[config.mk]
export PLATFORM = sky130hd
export DESIGN_NAME = sccd_decode
export DESIGN_NICKNAME = d
export VERILOG_FILES = /design/src/sccd_pkg.sv /design/src/sccd_decode.sv
export SDC_FILE = /design/constraint.sdc
export NUM_CORES = 1
export LEC_CHECK = 0
export BUFFER_PORTS_ARGS = -buffer_cell sky130_fd_sc_hd__clkbuf_2
export CAP_MARGIN = 20
export CELL_PAD_IN_SITES_DETAIL_PLACEMENT = 1
export CELL_PAD_IN_SITES_GLOBAL_PLACEMENT = 1
export CORE_MARGIN = 3
export CORE_UTILIZATION = 29
export CTS_CLUSTER_SIZE = 12
export DETAILED_ROUTE_END_ITERATION = 12
export PLACE_DENSITY_LB_ADDON = 0.1
export SYNTH_ARGS = -nofsm -noshare
export SYNTH_HDL_FRONTEND = slang
export SYNTH_SLANG_ARGS = --single-unit
[constraint.sdc]
create_clock -name mclk_i -period 1.09 [get_ports mclk_i]
set_input_delay 0.1635 -clock mclk_i [delete_from_list [all_inputs] [get_ports mclk_i]]
set_output_delay 0.1635 -clock mclk_i [all_outputs]
set_load 0.02 [all_outputs]
[src/sccd_pkg.sv]
// How it works
// - CRC code 00 does nothing, so other fields may be written alone.
// - CRC code 01 resets the receive checker; receiver disable or SDLC frame end also do.
// - CRC code 10 resets the transmit generator; channel reset does not; the host model sends it as code 00 while the transmitter is off.
// - CRC code 11 clears underrun latch; underrun with latch clear appends CRC.
// - SDLC with abort-on-underrun sends abort then flag instead of CRC.
// - Latch sets when CRC transmission starts; host may clear it only while the transmitter is enabled.
// - Transmitter disabled: latch stays set, but an ext/status interrupt shows it clear unless ext status is pending without command 010.
// - Command code 000 has no effect.
// - Non-multiplexed: command 001 adds eight to the written pointer.
// - External status stays latched until command 010 unlatches and re-arms it.
// - A second change persisting past the unlatch raises another interrupt.
// - Command 011 sends abort ones, empties transmit buffer, sets underrun status.
// - Command 100 re-arms first-character receive interrupt mode.
// - Command 101 clears transmit pending until a load or CRC completes.
// - Command 110 clears receive error bits and releases held FIFO data.
// - Command 111 clears the highest interrupt-under-service bit.
// - Non-multiplexed: bits two to zero select register 0 to 7 or 8 to 15.
// - Multiplexed: bit two zero; channel B bits 10 shift left, 11 right.
// - Command fields act on write and read back as zeros.
package sccd_pkg;
    localparam logic [1:0] SCCD_CRC_NULL   = 2'h0;
    localparam logic [1:0] SCCD_CRC_RX     = 2'h1;
    localparam logic [1:0] SCCD_CRC_TX     = 2'h2;
    localparam logic [1:0] SCCD_CRC_EOM    = 2'h3;
    localparam logic [2:0] SCCD_CMD_NULL   = 3'h0;
    localparam logic [2:0] SCCD_CMD_HIGH   = 3'h1;
    localparam logic [2:0] SCCD_CMD_EXT    = 3'h2;
    localparam logic [2:0] SCCD_CMD_ABORT  = 3'h3;
    localparam logic [2:0] SCCD_CMD_RXNEXT = 3'h4;
    localparam logic [2:0] SCCD_CMD_TXPEND = 3'h5;
    localparam logic [2:0] SCCD_CMD_ERR    = 3'h6;
    localparam logic [2:0] SCCD_CMD_IUS    = 3'h7;
    localparam logic [1:0] SCCD_SHIFT_LEFT = 2'h2;
    localparam logic [1:0] SCCD_SHIFT_RIGHT = 2'h3;
    localparam int         SCCD_CRC_POS    = 6;
    localparam int         SCCD_CMD_POS    = 3;
    localparam logic [3:0] SCCD_PTR_RST    = 4'h0;
    localparam logic [3:0] SCCD_PTR_HIGH   = 4'h8;
    localparam logic       SCCD_EOM_RST    = 1'b1;
    localparam logic       SCCD_SHIFT_RST  = 1'b0;

    // One-cycle action strobes produced by a command write.
    typedef struct packed {
        logic rx_crc_reset;
        logic tx_crc_reset;
        logic ext_unlatch;
        logic send_abort;
        logic rx_next_arm;
        logic tx_pend_clear;
        logic error_reset;
        logic ius_reset;
    } sccd_pulse_s;
endpackage

[src/sccd_decode.sv]
`timescale 1ns/10ps
module sccd_decode (
    input  wire logic               mclk_i,
    input  wire logic               rst_n_i,
    input  wire logic               wr_i,
    input  wire logic               rd_i,
    input  wire logic               sel_cmd_i,
    input  wire logic [7:0]         wdata_i,
    input  wire logic               mux_mode_i,
    input  wire logic               chan_b_i,
    input  wire logic               sdlc_i,
    input  wire logic               abort_on_urun_i,
    input  wire logic               tx_en_i,
    input  wire logic               rx_en_i,
    input  wire logic               crc_start_i,
    input  wire logic               urun_i,
    input  wire logic               ext_pend_i,
    input  wire logic               rx_frame_end_i,
    output logic                    rx_crc_reset_o,
    output logic                    tx_crc_reset_o,
    output logic                    ext_unlatch_o,
    output logic                    send_abort_o,
    output logic                    rx_next_arm_o,
    output logic                    tx_pend_clear_o,
    output logic                    error_reset_o,
    output logic                    ius_reset_o,
    output logic                    eom_latch_o,
    output logic                    append_crc_o,
    output logic                    send_abort_flag_o,
    output logic                    ext_irq_eom_o,
    output logic [3:0]              reg_ptr_o,
    output logic                    shift_right_o,
    output logic [7:0]              rdata_o
);
    logic [3:0]          ptr_q;
    logic                eom_q;
    logic                shift_q;
    sccd_pkg::sccd_pulse_s pulse_q;
    logic                append_q;
    logic                abt_q;
    logic                ext_eom_q;
    logic                rx_en_q;
    logic [1:0]          crc_code;
    logic [2:0]          cmd_code;
    logic                cmd_wr;
    logic                eom_clr;

    // Field extraction is used by several processes.
    function automatic logic [2:0] sccd_cmd(input logic [7:0] d);
        sccd_cmd = d[sccd_pkg::SCCD_CMD_POS +: 3];
    endfunction

    assign cmd_wr   = wr_i & sel_cmd_i;
    assign crc_code = wdata_i[sccd_pkg::SCCD_CRC_POS +: 2];
    assign cmd_code = sccd_cmd(wdata_i);
    // Latch clear only takes hold while the transmitter runs.
    assign eom_clr  = cmd_wr & (crc_code == sccd_pkg::SCCD_CRC_EOM)
                      & tx_en_i;

    // Action strobes last one cycle; code 00 and 000 produce none.
    always_ff @(posedge mclk_i or negedge rst_n_i) begin
        if (!rst_n_i) begin
            pulse_q <= '0;
            rx_en_q <= 1'b0;
        end else begin
            rx_en_q <= rx_en_i;
            pulse_q.rx_crc_reset <= (cmd_wr
                & (crc_code == sccd_pkg::SCCD_CRC_RX))
                | (rx_en_q & ~rx_en_i)
                | (sdlc_i & rx_frame_end_i);
            pulse_q.tx_crc_reset <= cmd_wr
                & (crc_code == sccd_pkg::SCCD_CRC_TX);
            pulse_q.ext_unlatch <= cmd_wr
                & (cmd_code == sccd_pkg::SCCD_CMD_EXT);
            pulse_q.send_abort <= cmd_wr
                & (cmd_code == sccd_pkg::SCCD_CMD_ABORT);
            pulse_q.rx_next_arm <= cmd_wr
                & (cmd_code == sccd_pkg::SCCD_CMD_RXNEXT);
            pulse_q.tx_pend_clear <= cmd_wr
                & (cmd_code == sccd_pkg::SCCD_CMD_TXPEND);
            pulse_q.error_reset <= cmd_wr
                & (cmd_code == sccd_pkg::SCCD_CMD_ERR);
            pulse_q.ius_reset <= cmd_wr
                & (cmd_code == sccd_pkg::SCCD_CMD_IUS);
        end
    end

    // Underrun/end-of-message latch; hardware set wins over a clear.
    always_ff @(posedge mclk_i or negedge rst_n_i) begin
        if (!rst_n_i) begin
            eom_q <= sccd_pkg::SCCD_EOM_RST;
        end else if (crc_start_i | pulse_q.send_abort) begin
            eom_q <= 1'b1;
        end else if (eom_clr) begin
            eom_q <= 1'b0;
        end
    end

    // Underrun reaction chosen from the latch state at the underrun.
    always_ff @(posedge mclk_i or negedge rst_n_i) begin
        if (!rst_n_i) begin
            append_q <= 1'b0;
            abt_q    <= 1'b0;
        end else begin
            append_q <= urun_i & ~eom_q
                        & ~(sdlc_i & abort_on_urun_i);
            abt_q    <= urun_i & ~eom_q
                        & sdlc_i & abort_on_urun_i;
        end
    end

    // A clear while disabled reports the latch clear to status logic unless ext status is pending without command 010.
    always_ff @(posedge mclk_i or negedge rst_n_i) begin
        if (!rst_n_i) begin
            ext_eom_q <= 1'b0;
        end else begin
            ext_eom_q <= cmd_wr & ~tx_en_i
                & (crc_code == sccd_pkg::SCCD_CRC_EOM)
                & (~ext_pend_i
                   | (cmd_code == sccd_pkg::SCCD_CMD_EXT));
        end
    end

    // Register pointer: set by a command write in non-multiplexed mode,
    // cleared after the next non-command access so the command register follows.
    always_ff @(posedge mclk_i or negedge rst_n_i) begin
        if (!rst_n_i) begin
            ptr_q <= sccd_pkg::SCCD_PTR_RST;
        end else if (!mux_mode_i && cmd_wr) begin
            ptr_q <= {1'b0, wdata_i[2:0]}
                | ((cmd_code == sccd_pkg::SCCD_CMD_HIGH)
                   ? sccd_pkg::SCCD_PTR_HIGH
                   : sccd_pkg::SCCD_PTR_RST);
        end else if ((wr_i | rd_i) && !sel_cmd_i) begin
            ptr_q <= sccd_pkg::SCCD_PTR_RST;
        end
    end

    // Shift selection lives on channel B only; bit two must be zero.
    always_ff @(posedge mclk_i or negedge rst_n_i) begin
        if (!rst_n_i) begin
            shift_q <= sccd_pkg::SCCD_SHIFT_RST;
        end else if (mux_mode_i && chan_b_i && cmd_wr && !wdata_i[2]) begin
            if (wdata_i[1:0] == sccd_pkg::SCCD_SHIFT_LEFT) begin
                shift_q <= 1'b0;
            end else if (wdata_i[1:0] == sccd_pkg::SCCD_SHIFT_RIGHT) begin
                shift_q <= 1'b1;
            end
        end
    end

    // Command fields are write-only and always read back as zero.
    always_ff @(posedge mclk_i or negedge rst_n_i) begin
        if (!rst_n_i) begin
            rdata_o <= 8'h00;
        end else begin
            rdata_o <= 8'h00;
        end
    end

    assign rx_crc_reset_o    = pulse_q.rx_crc_reset;
    assign tx_crc_reset_o    = pulse_q.tx_crc_reset;
    assign ext_unlatch_o     = pulse_q.ext_unlatch;
    assign send_abort_o      = pulse_q.send_abort;
    assign rx_next_arm_o     = pulse_q.rx_next_arm;
    assign tx_pend_clear_o   = pulse_q.tx_pend_clear;
    assign error_reset_o     = pulse_q.error_reset;
    assign ius_reset_o       = pulse_q.ius_reset;
    assign eom_latch_o       = eom_q;
    assign append_crc_o      = append_q;
    assign send_abort_flag_o = abt_q;
    assign ext_irq_eom_o     = ext_eom_q;
    assign reg_ptr_o         = ptr_q;
    assign shift_right_o     = shift_q;

    chk_txcrc_code: assert property (@(posedge mclk_i) disable iff (!rst_n_i)
        cmd_wr && crc_code == sccd_pkg::SCCD_CRC_TX |=> tx_crc_reset_o)
        else $error("tx crc reset missing");
    chk_null_quiet: assert property (@(posedge mclk_i) disable iff (!rst_n_i)
        cmd_wr && cmd_code == sccd_pkg::SCCD_CMD_NULL
        |=> !ius_reset_o && !send_abort_o && !error_reset_o)
        else $error("null command acted");
    chk_eom_set: assert property (@(posedge mclk_i) disable iff (!rst_n_i)
        crc_start_i |=> eom_latch_o)
        else $error("latch not set at crc start");
    chk_eom_hold: assert property (@(posedge mclk_i) disable iff (!rst_n_i)
        eom_latch_o && !tx_en_i |=> eom_latch_o)
        else $error("latch cleared while disabled");
    chk_eom_clear: assert property (@(posedge mclk_i) disable iff (!rst_n_i)
        eom_clr && !crc_start_i && !send_abort_o |=> !eom_latch_o)
        else $error("latch not cleared");
    chk_abort_eom: assert property (@(posedge mclk_i) disable iff (!rst_n_i)
        cmd_wr && cmd_code == sccd_pkg::SCCD_CMD_ABORT
        |=> send_abort_o ##1 eom_latch_o)
        else $error("abort did not set latch");
    chk_urun_abort: assert property (@(posedge mclk_i) disable iff (!rst_n_i)
        urun_i && !eom_latch_o && sdlc_i && abort_on_urun_i
        |=> send_abort_flag_o && !append_crc_o)
        else $error("wrong underrun reaction");
    chk_ptr_high: assert property (@(posedge mclk_i) disable iff (!rst_n_i)
        !mux_mode_i && cmd_wr && cmd_code == sccd_pkg::SCCD_CMD_HIGH
        |=> reg_ptr_o == {1'b1, $past(wdata_i[2:0])})
        else $error("point high wrong");
    chk_ptr_return: assert property (@(posedge mclk_i) disable iff (!rst_n_i)
        (wr_i || rd_i) && !sel_cmd_i && !(cmd_wr) |=> reg_ptr_o == 4'h0)
        else $error("pointer not returned");
    chk_read_zero: assert property (@(posedge mclk_i) disable iff (!rst_n_i)
        rd_i |=> rdata_o == 8'h00)
        else $error("command read not zero");

    // Receive checker resets: by code, by receiver disable, by SDLC frame end.
    chk_rxcrc_code: assert property (@(posedge mclk_i) disable iff (!rst_n_i)
        cmd_wr && crc_code == sccd_pkg::SCCD_CRC_RX |=> rx_crc_reset_o)
        else $error("rx crc reset missing");
    chk_rxcrc_off: assert property (@(posedge mclk_i) disable iff (!rst_n_i)
        rx_en_q && !rx_en_i |=> rx_crc_reset_o)
        else $error("rx crc reset on disable missing");
    chk_rxcrc_sdlc: assert property (@(posedge mclk_i) disable iff (!rst_n_i)
        sdlc_i && rx_frame_end_i |=> rx_crc_reset_o)
        else $error("rx crc reset at frame end missing");

    // The null code must leave both CRC circuits alone.
    chk_crc_null: assert property (@(posedge mclk_i) disable iff (!rst_n_i)
        cmd_wr && crc_code == sccd_pkg::SCCD_CRC_NULL
        && !(rx_en_q && !rx_en_i) && !(sdlc_i && rx_frame_end_i)
        |=> !rx_crc_reset_o && !tx_crc_reset_o)
        else $error("null crc code acted");

    // Only the command resets the generator, never a side effect.
    chk_txcrc_only: assert property (@(posedge mclk_i) disable iff (!rst_n_i)
        !(cmd_wr && crc_code == sccd_pkg::SCCD_CRC_TX) |=> !tx_crc_reset_o)
        else $error("tx crc reset without command");

    // Command codes 010 and 100 to 111 each raise their own strobe.
    chk_ext_code: assert property (@(posedge mclk_i) disable iff (!rst_n_i)
        cmd_wr && cmd_code == sccd_pkg::SCCD_CMD_EXT |=> ext_unlatch_o)
        else $error("ext unlatch missing");
    chk_ext_only: assert property (@(posedge mclk_i) disable iff (!rst_n_i)
        !(cmd_wr && cmd_code == sccd_pkg::SCCD_CMD_EXT) |=> !ext_unlatch_o)
        else $error("ext unlatch without command");
    chk_rxnext_code: assert property (@(posedge mclk_i) disable iff (!rst_n_i)
        cmd_wr && cmd_code == sccd_pkg::SCCD_CMD_RXNEXT |=> rx_next_arm_o)
        else $error("rx next arm missing");
    chk_txpend_code: assert property (@(posedge mclk_i) disable iff (!rst_n_i)
        cmd_wr && cmd_code == sccd_pkg::SCCD_CMD_TXPEND |=> tx_pend_clear_o)
        else $error("tx pending clear missing");
    chk_err_code: assert property (@(posedge mclk_i) disable iff (!rst_n_i)
        cmd_wr && cmd_code == sccd_pkg::SCCD_CMD_ERR |=> error_reset_o)
        else $error("error reset missing");
    chk_ius_code: assert property (@(posedge mclk_i) disable iff (!rst_n_i)
        cmd_wr && cmd_code == sccd_pkg::SCCD_CMD_IUS |=> ius_reset_o)
        else $error("ius reset missing");

    // Underrun with the latch clear appends CRC unless abort is chosen.
    chk_urun_append: assert property (@(posedge mclk_i) disable iff (!rst_n_i)
        urun_i && !eom_latch_o && !(sdlc_i && abort_on_urun_i)
        |=> append_crc_o && !send_abort_flag_o)
        else $error("crc not appended");
    chk_urun_quiet: assert property (@(posedge mclk_i) disable iff (!rst_n_i)
        urun_i && eom_latch_o |=> !append_crc_o && !send_abort_flag_o)
        else $error("underrun acted with latch set");

    // The latch only rises through CRC start or a sent abort.
    chk_eom_rise: assert property (@(posedge mclk_i) disable iff (!rst_n_i)
        $rose(eom_latch_o) |-> $past(crc_start_i) || $past(send_abort_o))
        else $error("latch set without cause");

    // Status report of a refused clear, only while the transmitter is off.
    chk_eirq_free: assert property (@(posedge mclk_i) disable iff (!rst_n_i)
        cmd_wr && !tx_en_i && crc_code == sccd_pkg::SCCD_CRC_EOM
        && !ext_pend_i |=> ext_irq_eom_o)
        else $error("status report missing");
    chk_eirq_pend: assert property (@(posedge mclk_i) disable iff (!rst_n_i)
        cmd_wr && !tx_en_i && crc_code == sccd_pkg::SCCD_CRC_EOM
        && ext_pend_i && cmd_code != sccd_pkg::SCCD_CMD_EXT
        |=> !ext_irq_eom_o)
        else $error("status report while pending");
    chk_eirq_tx_on: assert property (@(posedge mclk_i) disable iff (!rst_n_i)
        tx_en_i |=> !ext_irq_eom_o)
        else $error("status report while enabled");

    // Pointer loads the low bank, is untouched by command writes in multiplexed mode and
    // holds while the bus is idle.
    chk_ptr_low: assert property (@(posedge mclk_i) disable iff (!rst_n_i)
        !mux_mode_i && cmd_wr && cmd_code != sccd_pkg::SCCD_CMD_HIGH
        |=> reg_ptr_o == {1'b0, $past(wdata_i[2:0])})
        else $error("pointer low wrong");
    chk_ptr_mux: assert property (@(posedge mclk_i) disable iff (!rst_n_i)
        mux_mode_i && cmd_wr |=> $stable(reg_ptr_o))
        else $error("pointer moved in mux mode");
    chk_ptr_hold: assert property (@(posedge mclk_i) disable iff (!rst_n_i)
        !wr_i && !rd_i |=> $stable(reg_ptr_o))
        else $error("pointer moved while idle");

    // Shift selection follows codes 10 and 11 on channel B only.
    chk_shift_right: assert property (@(posedge mclk_i) disable iff (!rst_n_i)
        mux_mode_i && chan_b_i && cmd_wr && !wdata_i[2]
        && wdata_i[1:0] == sccd_pkg::SCCD_SHIFT_RIGHT |=> shift_right_o)
        else $error("shift right not taken");
    chk_shift_left: assert property (@(posedge mclk_i) disable iff (!rst_n_i)
        mux_mode_i && chan_b_i && cmd_wr && !wdata_i[2]
        && wdata_i[1:0] == sccd_pkg::SCCD_SHIFT_LEFT |=> !shift_right_o)
        else $error("shift left not taken");
    chk_shift_chan_a: assert property (@(posedge mclk_i)
        disable iff (!rst_n_i)
        !chan_b_i |=> $stable(shift_right_o))
        else $error("shift moved on channel A");
endmodule

# ---- Yosys cells after proc, flatten, opt, wreduce, memory -nomap -nowiden
# Index checks and enable logic that the tools add are counted.
# Widths: inputs -> output; s select.
dict set report totals {
  ff_bits 18
  output_inout_bits 25
}
dict set report op_classes {
  n_mux 7
  reduce_logical 12
  bitwise 32
  eq_ne 12
}
# operator n
set ops {}
lappend ops {{$and 1x1->1} 21}
lappend ops {{$eq 3x3->1 const B} 4}
lappend ops {{$mux 4} 3}
lappend ops {{$eq 2x2->1 const B} 4}
lappend ops {{$eq 3x2->1 const B} 2}
lappend ops {{$reduce_bool 2->1} 3}
lappend ops {{$logic_and 1x1->1} 5}
lappend ops {{$not 1->1} 5}
lappend ops {{$or 1x1->1} 5}
lappend ops {{$mux 1} 4}
lappend ops {{$or 3x4->4} 1}
lappend ops {{$eq 3x1->1 const B} 1}
lappend ops {{$logic_not 1->1} 3}
lappend ops {{$eq 2x1->1 const B} 1}
lappend ops {{$reduce_and 2->1} 1}

# ---- Logic depth before layout (Yosys ltp)
# Gate-level depths: netlist (run 1).
dict set report logic_depth {
  word_depth 5
  depth_mapped 3
  mapped_depth_nobuf 3
}

# ---- Least setup slack after synthesis (run 1)
# No wires, ideal clock.
dict set report synth_path {
  path_type {flip-flop to flip-flop}
  startpoint {register eom_q, in the netlist eom_latch_o}
  endpoint {register append_q, in the netlist append_crc_o}
  synth_period_minus_slack_ps 860
  path_buffers 0
  setup_time_ps 120
  t_required_ps 970
  setup_slack_ps 230
  t_arrival_ps 740
  path_stages_with_launch 3
  cell_sequence {dfstp_2 -> nand2b_1 -> a21oi_1}
}
dict set report synth_via {
  elab_chain_cells 3
}
# element line_no
set synth_lines {}
lappend synth_lines {{start, declared} sccd_decode.sv:36} ;# logic eom_q;
lappend synth_lines {{start signal, assigned} sccd_decode.sv:91} ;# eom_q <= sccd_pkg::SCCD_EOM_RST;
lappend synth_lines {{$not 1->1} sccd_decode.sv:105} ;# append_q <= urun_i & ~eom_q
lappend synth_lines {{$and 1x1->1} sccd_decode.sv:105}
lappend synth_lines {{$and 1x1->1} sccd_decode.sv:106} ;# & ~(sdlc_i & abort_on_urun_i);
lappend synth_lines {{end signal, assigned} sccd_decode.sv:105}
lappend synth_lines {{end, declared} sccd_decode.sv:39} ;# logic append_q;
# No other way between the ends.
# A chain may end at the register's enable or synchronous reset.

# ---- Worst setup path after layout (run 1)
dict set report layout_path {
  startpoint {register eom_q, in the netlist eom_latch_o}
  endpoint {output port eom_latch_o}
}
# element line_no
set layout_lines {}
lappend layout_lines {{end, declared} sccd_decode.sv:27} ;# output logic eom_latch_o,
# No word-level cell between the ends.

==> results of run 1 <==
-- cells in the mapped netlist --
library cell	number	share of area
a211o_1	1	0.012
a211oi_2	1	0.017
a21oi_1	1	0.0068
a22o_1	4	0.047
a22oi_1	1	0.010
and2_1	1	0.0085
buf_4	8	0.081
conb_1	1	0.0051
dfrtp_1	17	0.58
dfstp_2	1	0.036
inv_1	1	0.0051
mux2_2	1	0.015
nand2_1	6	0.031
nand2b_1	2	0.017
nand3_1	1	0.0068
nand4_1	1	0.0085
nand4b_1	1	0.012
nor2_1	6	0.031
nor3_1	2	0.014
nor3b_1	3	0.031
o21ai_0	1	0.0068
o2bb2ai_1	1	0.012
or3b_1	1	0.012
-- state kept, by name, indices dropped and copies added, names as in the netlist --
signal / cells
shift_right_o: 1
ext_unlatch_o: 1
tx_crc_reset_o: 1
reg_ptr_o: 4
rx_next_arm_o: 1
eom_latch_o: 1
tx_pend_clear_o: 1
send_abort_o: 1
error_reset_o: 1
ius_reset_o: 1
append_crc_o: 1
send_abort_flag_o: 1
rx_en_q: 1
ext_irq_eom_o: 1
rx_crc_reset_o: 1
-- kinds of logic (layout without fill, tap and decap cells) --
logic type             after synthesis  count (layout)
buffers and inverters                9              49
AOI/OAI and AO/OA                   10              10
DFF                                 18              18
other                                1               8
and+or+nand+nor                     24              24
muxes                                1               1
-- placed cells by master, fill, tap and decap left out, drive strengths merged, types with 2 or more instances in the layout --
master / n
clkbuf: 42
dfrtp: 17
conb: 8
nand2: 6
nor2: 6
a22o: 4
buf: 4
nor3b: 3
nor3: 2
nand2b: 2
dlygate4sd3: 2
-- report_power, final --
group          leakage (nW)  internal, mW  switching (mW)
clock                0.0210         0.204           0.204
sequential            0.240         0.694          0.0121
combinational         0.289        0.0824           0.130
-- how the worst max path moves through the flow --
stage	start	end	cells past startpoint
final	eom_latch_o	eom_latch_o	1
after floorplan	eom_latch_o	append_crc_o	2
after global placement	wr_i	eom_latch_o	4
after global routing	eom_latch_o	eom_latch_o	1
after detailed placement	wdata_i[5]	ext_irq_eom_o	3
after CTS	eom_latch_o	eom_latch_o	1
-- layer usage --
layer	track usage	vias up	share of wire
met1	0.143	298	0.42
met5	0	-	0
li1	-	298	-
met3	0.0299	5	0.092
met2	0.190	35	0.46
met4	0.0712	0	0.022
-- metrics by stage --
stage	hold slack, ps	TNS, ps
after global placement	132	0
after floorplan	-132	0
after CTS	19.9	-72.6
final	33.1	-42.4
after detailed placement	137	0
after global routing	23.0	-82.2
-- timing repair --
action | CTS | global route
endpoints found under the setup margin | 1 | 1
hold endpoints to repair | 18 | 0
buffers inserted | 1 | 0
hold buffers | 2 | 0
resized for setup | 2 | 1
cloned | 0 | 0
-- final cells by class --
| class | instances | share of cell area |
|---|---|---|
| clock buffers | 4 | 0.0355 |
| inverters | 1 | 0.00367 |
| multi-input cells | 43 | 0.243 |
| flip-flops and latches | 18 | 0.441 |
| well taps | 28 | 0.0342 |
| repair buffers | 44 | 0.242 |
==> results.md, run 1 <==
- Status: complete, but fails checks
- Failing checks: setup timing
- CTS sink cnt: 18
- CTS tree: built
- Synthesized instance count: 63
- Synth Area per Inst: 11.7 um2
- CP top delay family: flip-flops
- Worst r2r src: eom_latch_o
- Via density: 4.61
- Startpoint Class: flop
- Tot Pwr: 1.33 mW
- Post-route DRC: 0
- Diode count: 0
- First-pass GRT wire length: 2900 um
- WP data required: 930 ps
- Pre-Repair DR Iteration Count: 3
- Vias: 636
- Critical-path cell list: buf_8
- Global Route Usage Sum: 0.119
- Clock Tree Buf Depth: 2
- Core Footprint: 2320 um2
- CTS Buf Count: 3
- DRT iter0 DRCs: 4
- Max Clock Freq: 883 MHz
- Max incr delay on CP: 570 ps
- Worst reg2reg setup slack: 150 ps
- Hold Path Class: in2reg
- Final Worst Setup Slack: -42.4 ps
- I/O pin count: 48
- Die W: 56.5 um
- Hold EP: ext_irq_eom_o
- Antenna-violating nets left: 0
- Clock latency on the worst-skew pair: 290 ps
- Initial antenna violation count: 0
- Die height: 56.5 um
- Ys Warns: 0
- Clock slew at reported path FFs: 100 ps
- Capturing point of the worst reg2reg path: append_crc_o
- FP Rows: 17
- Syn-to-layout area delta: 38.6%
- Hold Crit Start: ext_pend_i
- Nets: 134
- Fin cells: 138
- Crit path kind: reg2out
- Multiplexer share of the synthesized area: 0.0153
- Largest net degree at the start of global routing: 19
- Detailed Route WL: 1700 um
- Layout cell share with drive strength beyond 1: 0.445
- Seq/Total Area, Yosys: 0.612
- CP max-delay cell: dfstp_2
- Peak VDD IR: 0.626 mV
- Synth Area in XOR/XNOR: 0
- Post-synth cell types: 23
- Final Slew Violations: 0
- Buffers on Ports: 39
- Area of the multi-input gates: 249 um2
- #FFs+latches synth: 18
- Tcrit/Tclk final: 1.04
- Final Hold Vio Count: 0
- Placed cell areas: 950 um2
- Unrepaired setup endpoints after global routing: yes
- Root Driver: clkbuf_4
- Grt ovf: 0
- Mapped cell area: 738 um2
- CP max FO: 2
- Cell Pwr Density: 1300 nW/um2
- Die Area: 3190 um2
- CP endpoint kind: output port
- Static Leak: 0.549 nW
- Design area: 1020 um2
- Utilization after layout: 0.441
- Synth Area in Simple Gates: 0.169
- Largest family of logic cells by synthesized area: simple AND/OR/NAND/NOR gates
- Initial Utilization: 0.318
- Gpl congestion: 0.752
- Reg2reg path depth: 3
- Placed insts: 131
- Setup-failing EPs final: 1
- Worst Clk Skew: 0.407 ps
- Post-synthesis adder-cell area fraction: 0
- Crit path arrival time: 970 ps
- Setup WS pre-CTS: 70.1 ps
- Vias in the first global route: 672
- Routed wire per std cell: 12.3 um
- Maxcap violations: 0
- Register area: 452 um2
- CP Buf/Inv Count: 1
- Complex-gate fraction of the synthesized area: 0.112
- Hold depth: 2
- Final min period: 1130 ps
- Hpwl dp: 1390 um
- Fill count: 277
- H-Tree Depth: 1
No activity file was read; power rests on OpenSTA's default activity.
==> inputs of run 2 (changes only) <==
Settings changed: ABC_AREA set to 1.
==> run 2 against run 1 <==
The flow still finishes with violations (setup timing). Core utilization is 2.4 points lower. Cell area is 5.6% higher. Critical endpoint unchanged. Largest cell class unchanged. Critical path depth stayed put. Clock-buffer cell count stayed put. Register-to-register slack better by 30 ps. Sequential share of layout area is 2.3 points lower. Wire length is 16% higher. Worst setup slack better by 12 ps.
==> results.md, run 2 <==
- Tcrit/Tclk final: 1.03
- Maxcap violations: 0
- Vias: 723
- Post-synthesis adder-cell area fraction: 0
- Critical-path cell list: buf_8
- Clock Tree Buf Depth: 2
- Final Worst Setup Slack: -30.4 ps
- CP top delay family: flip-flops
- Async SR Flop Fraction: 1.00
- Hold Path Class: in2reg
- Hpwl dp: 1610 um
- Crit path arrival time: 960 ps
- Global Route Usage Sum: 0.127
- Grt ovf: 0
- Post-synth cell types: 16
- Mapped cell area: 818 um2
- CP endpoint kind: output port
- Diode count: 0
- Multiplexer share of the synthesized area: 0
- Commonest non-fill, non-tap cells in the layout: 38 x clkbuf_2, 24 x nand2_1, 17 x dfrtp_1
- Fill count: 341
- Routed wire per std cell: 11.9 um
- #FFs+latches synth: 18
- Largest net degree at the start of global routing: 19
- EDFF count, synth: 0
- Max Clock Freq: 893 MHz
- I/O pin count: 48
- Final Slew Violations: 0
- Crit path kind: reg2out
- Unrepaired setup endpoints after global routing: yes
- Status: complete, but fails checks
- Max incr delay on CP: 560 ps
- Layout cell share with drive strength beyond 1: 0.372
- Synthesized instance count: 92
- Antenna-violating nets left: 0
- Final min period: 1120 ps
- Syn-to-layout area delta: 32.1%
- Via density: 4.33
- Tot Pwr: 1.28 mW
- Complex-gate fraction of the synthesized area: 0.0153
- CTS tree: built
- Failing checks: setup timing
- Initial antenna violation count: 0
- CP Buf/Inv Count: 1
- Die height: 59.1 um
- Max FFs per register: 4
- CP max FO: 2
- Root Driver: clkbuf_4
- Post-route DRC: 0
- Initial Utilization: 0.316
- Clock slew at reported path FFs: 90 ps
- H-Tree Depth: 1
- Nets: 161
- Buffers on Ports: 39
- Ys Warns: 0
- Final Hold Vio Count: 0
- Detailed Route WL: 1980 um
- CTS sink cnt: 18
- Top cells by count, synth: 24 x nand2_1, 17 x dfrtp_1, 11 x nand3_1
- FP Rows: 18
- CP max-delay cell: dfstp_2
- Cell Pwr Density: 1190 nW/um2
- Die W: 59.1 um
- Most frequent cell after synthesis: nand2_1
- Peak VDD IR: 0.866 mV
- First-pass GRT wire length: 3260 um
- Core Footprint: 2590 um2
- Setup-failing EPs final: 1
- Yosys top cell by area: dfrtp_1
- Static Leak: 0.651 nW
- Vias in the first global route: 762
- Commonest non-fill, non-tap cell in the layout: clkbuf_2
- Die Area: 3500 um2
- Pre-Repair DR Iteration Count: 3
- Largest family of logic cells by synthesized area: simple AND/OR/NAND/NOR gates
- Synth Area per Inst: 8.89 um2
- Seq/Total Area, Yosys: 0.552
- Startpoint Class: flop
- Primary FF master, synth: dfrtp_1
- Synth Area in Simple Gates: 0.304
- Area contributors post-synth: dfrtp_1 52%, nand2_1 11%, buf_4 7.3%
- Clock latency on the worst-skew pair: 290 ps
- CTS Buf Count: 3
- Gpl congestion: 0.767
- WP data required: 930 ps
- Worst Clk Skew: 3.77 ps
- Yosys top cell area share: 0.520
- DRT iter0 DRCs: 20
- Synth Area in XOR/XNOR: 0
- Utilization after layout: 0.417
-- run 2: power breakdown --
part / switching [mW] / total, mW / internal, mW / leakage [nW]
Sequential: 0.0133 / 0.709 / 0.696 / 0.239
Combinational: 0.156 / 0.234 / 0.0778 / 0.396
Clock: 0.198 / 0.340 / 0.142 / 0.0150
Total: 0.367 / 1.28 / 0.916 / 0.651
-- run 2: repair_timing --
action / 4_1_cts / 5_1_grt
hold endpoints to repair: 18 / 0
hold buffers: 2 / 0
gates resized for setup: 2 / 1
buffers inserted: 1 / 0
endpoints found under the setup margin: 1 / 1
-- run 2: cell families (layout without fill, tap and decap cells) --
logic type,count (synthesis),in the layout
buf+inv,19,57
other cells,1,8
simple gates,52,52
compound gates,2,2
flops,18,18
-- run 2: cell type report --
class / count / area (um2) / area share
Clock buffer: 4 / 26.3 / 0.0243
Inverter: 11 / 41.3 / 0.0382
Tap cell: 30 / 37.5 / 0.0347
Sequential cell: 18 / 452 / 0.418
Timing Repair Buffer: 42 / 233 / 0.215
Multi-Input combinational cell: 62 / 292 / 0.270
-- run 2: routing by layer --
| layer | up-vias | part of all wire | GRT usage |
|---|---|---|---|
| met5 | - | 0 | 0 |
| met4 | 0 | 0.011 | 0.0388 |
| met3 | 2 | 0.081 | 0.0414 |
| met2 | 28 | 0.51 | 0.221 |
| met1 | 338 | 0.40 | 0.147 |
| li1 | 355 | - | - |
-- run 2: stage by stage --
| step | hold WS (ps) | setup TNS, ps | cells | setup WS [ps] | area (um2) |
|---|---|---|---|---|---|
| CTS | 30.9 | -59.7 | 167 | -59.7 | 1080 |
| finish | 42.8 | -30.4 | 167 | -30.4 | 1080 |
| detailed placement | 138 | 0 | 160 | 242 | 1020 |
| global route | 43.2 | -76.9 | 167 | -76.9 | 1080 |
| floorplan | -132 | 0 | 99 | 248 | 845 |
| global placement | 136 | 0 | 160 | 250 | 1020 |
-- run 2: worst paths after layout --
kind | start | endpoint | slack, ps | cells past startpoint
worst min-delay path | abort_on_urun_i | append_crc_o | 40 | 2
worst min register to register | send_abort_o | eom_latch_o | 480 | 2
worst max register to register | eom_latch_o | send_abort_flag_o | 180 | 4
worst max-delay path | eom_latch_o | eom_latch_o | -30 | 1
min in group asynchronous | rst_n_i | send_abort_o | 350 | 2
max in group asynchronous | rst_n_i | eom_latch_o | 400 | 2
==> inputs of run 3 (changes only) <==
Settings changed: RECOVER_POWER set to 50, SKIP_CTS_REPAIR_TIMING set to 1.
==> run 3 against run 2 <==
The flow still finishes with violations (setup timing). Core utilization decreased by 1.9 points. Sequential share of layout area rose by 2.0 points. Non-clock buffer count shrank 1. Power decreased by 1.3%. Maximum frequency decreased by 0.16%. Worst setup slack worse by 1.8 ps. Die area unchanged. Sequential cell count is the same.
==> results.md, run 3 (synthesis results as in run 2) <==
- Worst r2r src: eom_latch_o
- Die W: 59.1 um
- Static Leak: 0.629 nW
- Status: complete, but fails checks
- Clock Tree Buf Depth: 2
- Maxcap violations: 0
- CTS tree: built
- Crit path kind: reg2out
- Unrepaired setup endpoints after global routing: yes
- Via density: 4.34
- Buffers on Ports: 39
- Final Hold Vio Count: 0
- Crit path arrival time: 960 ps
- Worst reg2reg setup slack: 280 ps
- Post-route DRC: 0
- Gpl congestion: 0.767
- Critical-path cell list: buf_6
- H-Tree Depth: 1
- Layout cell share with drive strength beyond 1: 0.294
- Commonest non-fill, non-tap cells in the layout: 35 x clkbuf_2, 26 x nand2_1, 17 x dfrtp_1
- Hold depth: 2
- Routed wire per std cell: 11.9 um
- CP endpoint kind: output port
- CP max FO: 3
- Pint: 0.910 mW
- Core Footprint: 2590 um2
- Capturing point of the worst reg2reg path: send_abort_flag_o
- CTS Buf Count: 3
- Peak VDD IR: 0.871 mV
- Worst Clk Skew: 3.58 ps
- Combinational Power Share: 0.173
- Setup-failing EPs final: 1
- Grt ovf: 0
- FP Rows: 18
- Part of the power in registers: 0.560
- Hpwl dp: 1610 um
- Largest net degree at the start of global routing: 19
- CP max-delay cell: dfstp_2
- Pre-Repair DR Iteration Count: 3
- Syn-to-layout area delta: 26.0%
- CTS sink cnt: 18
- DRT iter0 DRCs: 21
- Utilization after layout: 0.398
- Diode count: 0
- I/O pin count: 48
- Final Worst Setup Slack: -32.3 ps
- Initial Utilization: 0.316
- Max FFs per register: 4
- Reg2reg path depth: 3
- Max Clock Freq: 891 MHz
- Nets: 160
- Detailed Route WL: 1970 um
- Tot Pwr: 1.27 mW
- Root Driver: clkbuf_4
- Commonest non-fill, non-tap cell in the layout: clkbuf_2
- Global Route Usage Sum: 0.121
- Die Area: 3500 um2
- Net Sw Power: 0.357 mW
- Tcrit/Tclk final: 1.03
- Startpoint Class: flop
- CP Buf/Inv Count: 1
- Sw Share: 0.282
- Clock network power share: 0.268
- Vias in the first global route: 721
- Initial antenna violation count: 0
- First-pass GRT wire length: 3120 um
- Hold Crit Start: abort_on_urun_i
- Clock latency on the worst-skew pair: 290 ps
- Clock slew at reported path FFs: 90 ps
- Hold Path Class: in2reg
- Final min period: 1120 ps
- Failing checks: setup timing
- Fill count: 346
- Hold EP: append_crc_o
- Antenna-violating nets left: 0
- CP top delay family: flip-flops
- Die height: 59.1 um
- Final Slew Violations: 0
- Vias: 721
- Cell Pwr Density: 1230 nW/um2
- Max incr delay on CP: 560 ps
- WP data required: 930 ps
-- run 3: power groups by stage --
stage	Clock [mW]	Sequential, mW	Combinational (mW)
4_1_cts	0.362	0.710	0.230
3_3_place_gp	0	0.721	0.224
3_5_place_dp	0	0.723	0.229
6_report	0.339	0.709	0.219
2_1_floorplan	0	0.755	0.106
5_1_grt	0.389	0.714	0.246
-- run 3: final cells by class --
| type | count | area (um2) | area share |
|---|---|---|---|
| multi-input combinational | 62 | 256 | 0.249 |
| sequential | 18 | 452 | 0.438 |
| inverter | 11 | 41.3 | 0.0400 |
| timing repair buffer | 41 | 218 | 0.211 |
| tap | 30 | 37.5 | 0.0364 |
| clock buffer | 4 | 26.3 | 0.0255 |
-- run 3: layer usage --
| metal | GRT usage | routed length (um) | up-vias |
|---|---|---|---|
| li1 | - | - | 353 |
| met1 | 0.145 | 799 | 338 |
| met2 | 0.203 | 990 | 28 |
| met3 | 0.0414 | 160 | 2 |
| met4 | 0.0388 | 21 | 0 |
| met5 | 0 | 0 | - |
-- run 3: how the worst max path moves through the flow --
stage                           start           end  cells past startpoint
final                     eom_latch_o   eom_latch_o                      1
after detailed placement         wr_i  reg_ptr_o[0]                      4
after floorplan           eom_latch_o  append_crc_o                      3
after global routing      eom_latch_o   eom_latch_o                      1
after CTS                 eom_latch_o   eom_latch_o                      1
after global placement    eom_latch_o   eom_latch_o                      1
-- run 3: metrics by stage --
| stage | hold WS, ps | setup TNS, ps | cells | setup slack [ps] | instance area [um2] |
|---|---|---|---|---|---|
| floorplan | -132 | 0 | 99 | 248 | 845 |
| global placement | 136 | 0 | 160 | 250 | 1020 |
| detailed placement | 138 | 0 | 160 | 242 | 1020 |
| CTS | -190 | -89.4 | 164 | -89.4 | 1040 |
| global route | 43.2 | -85.6 | 166 | -85.6 | 1030 |
| finish | 44.0 | -32.3 | 166 | -32.3 | 1030 |
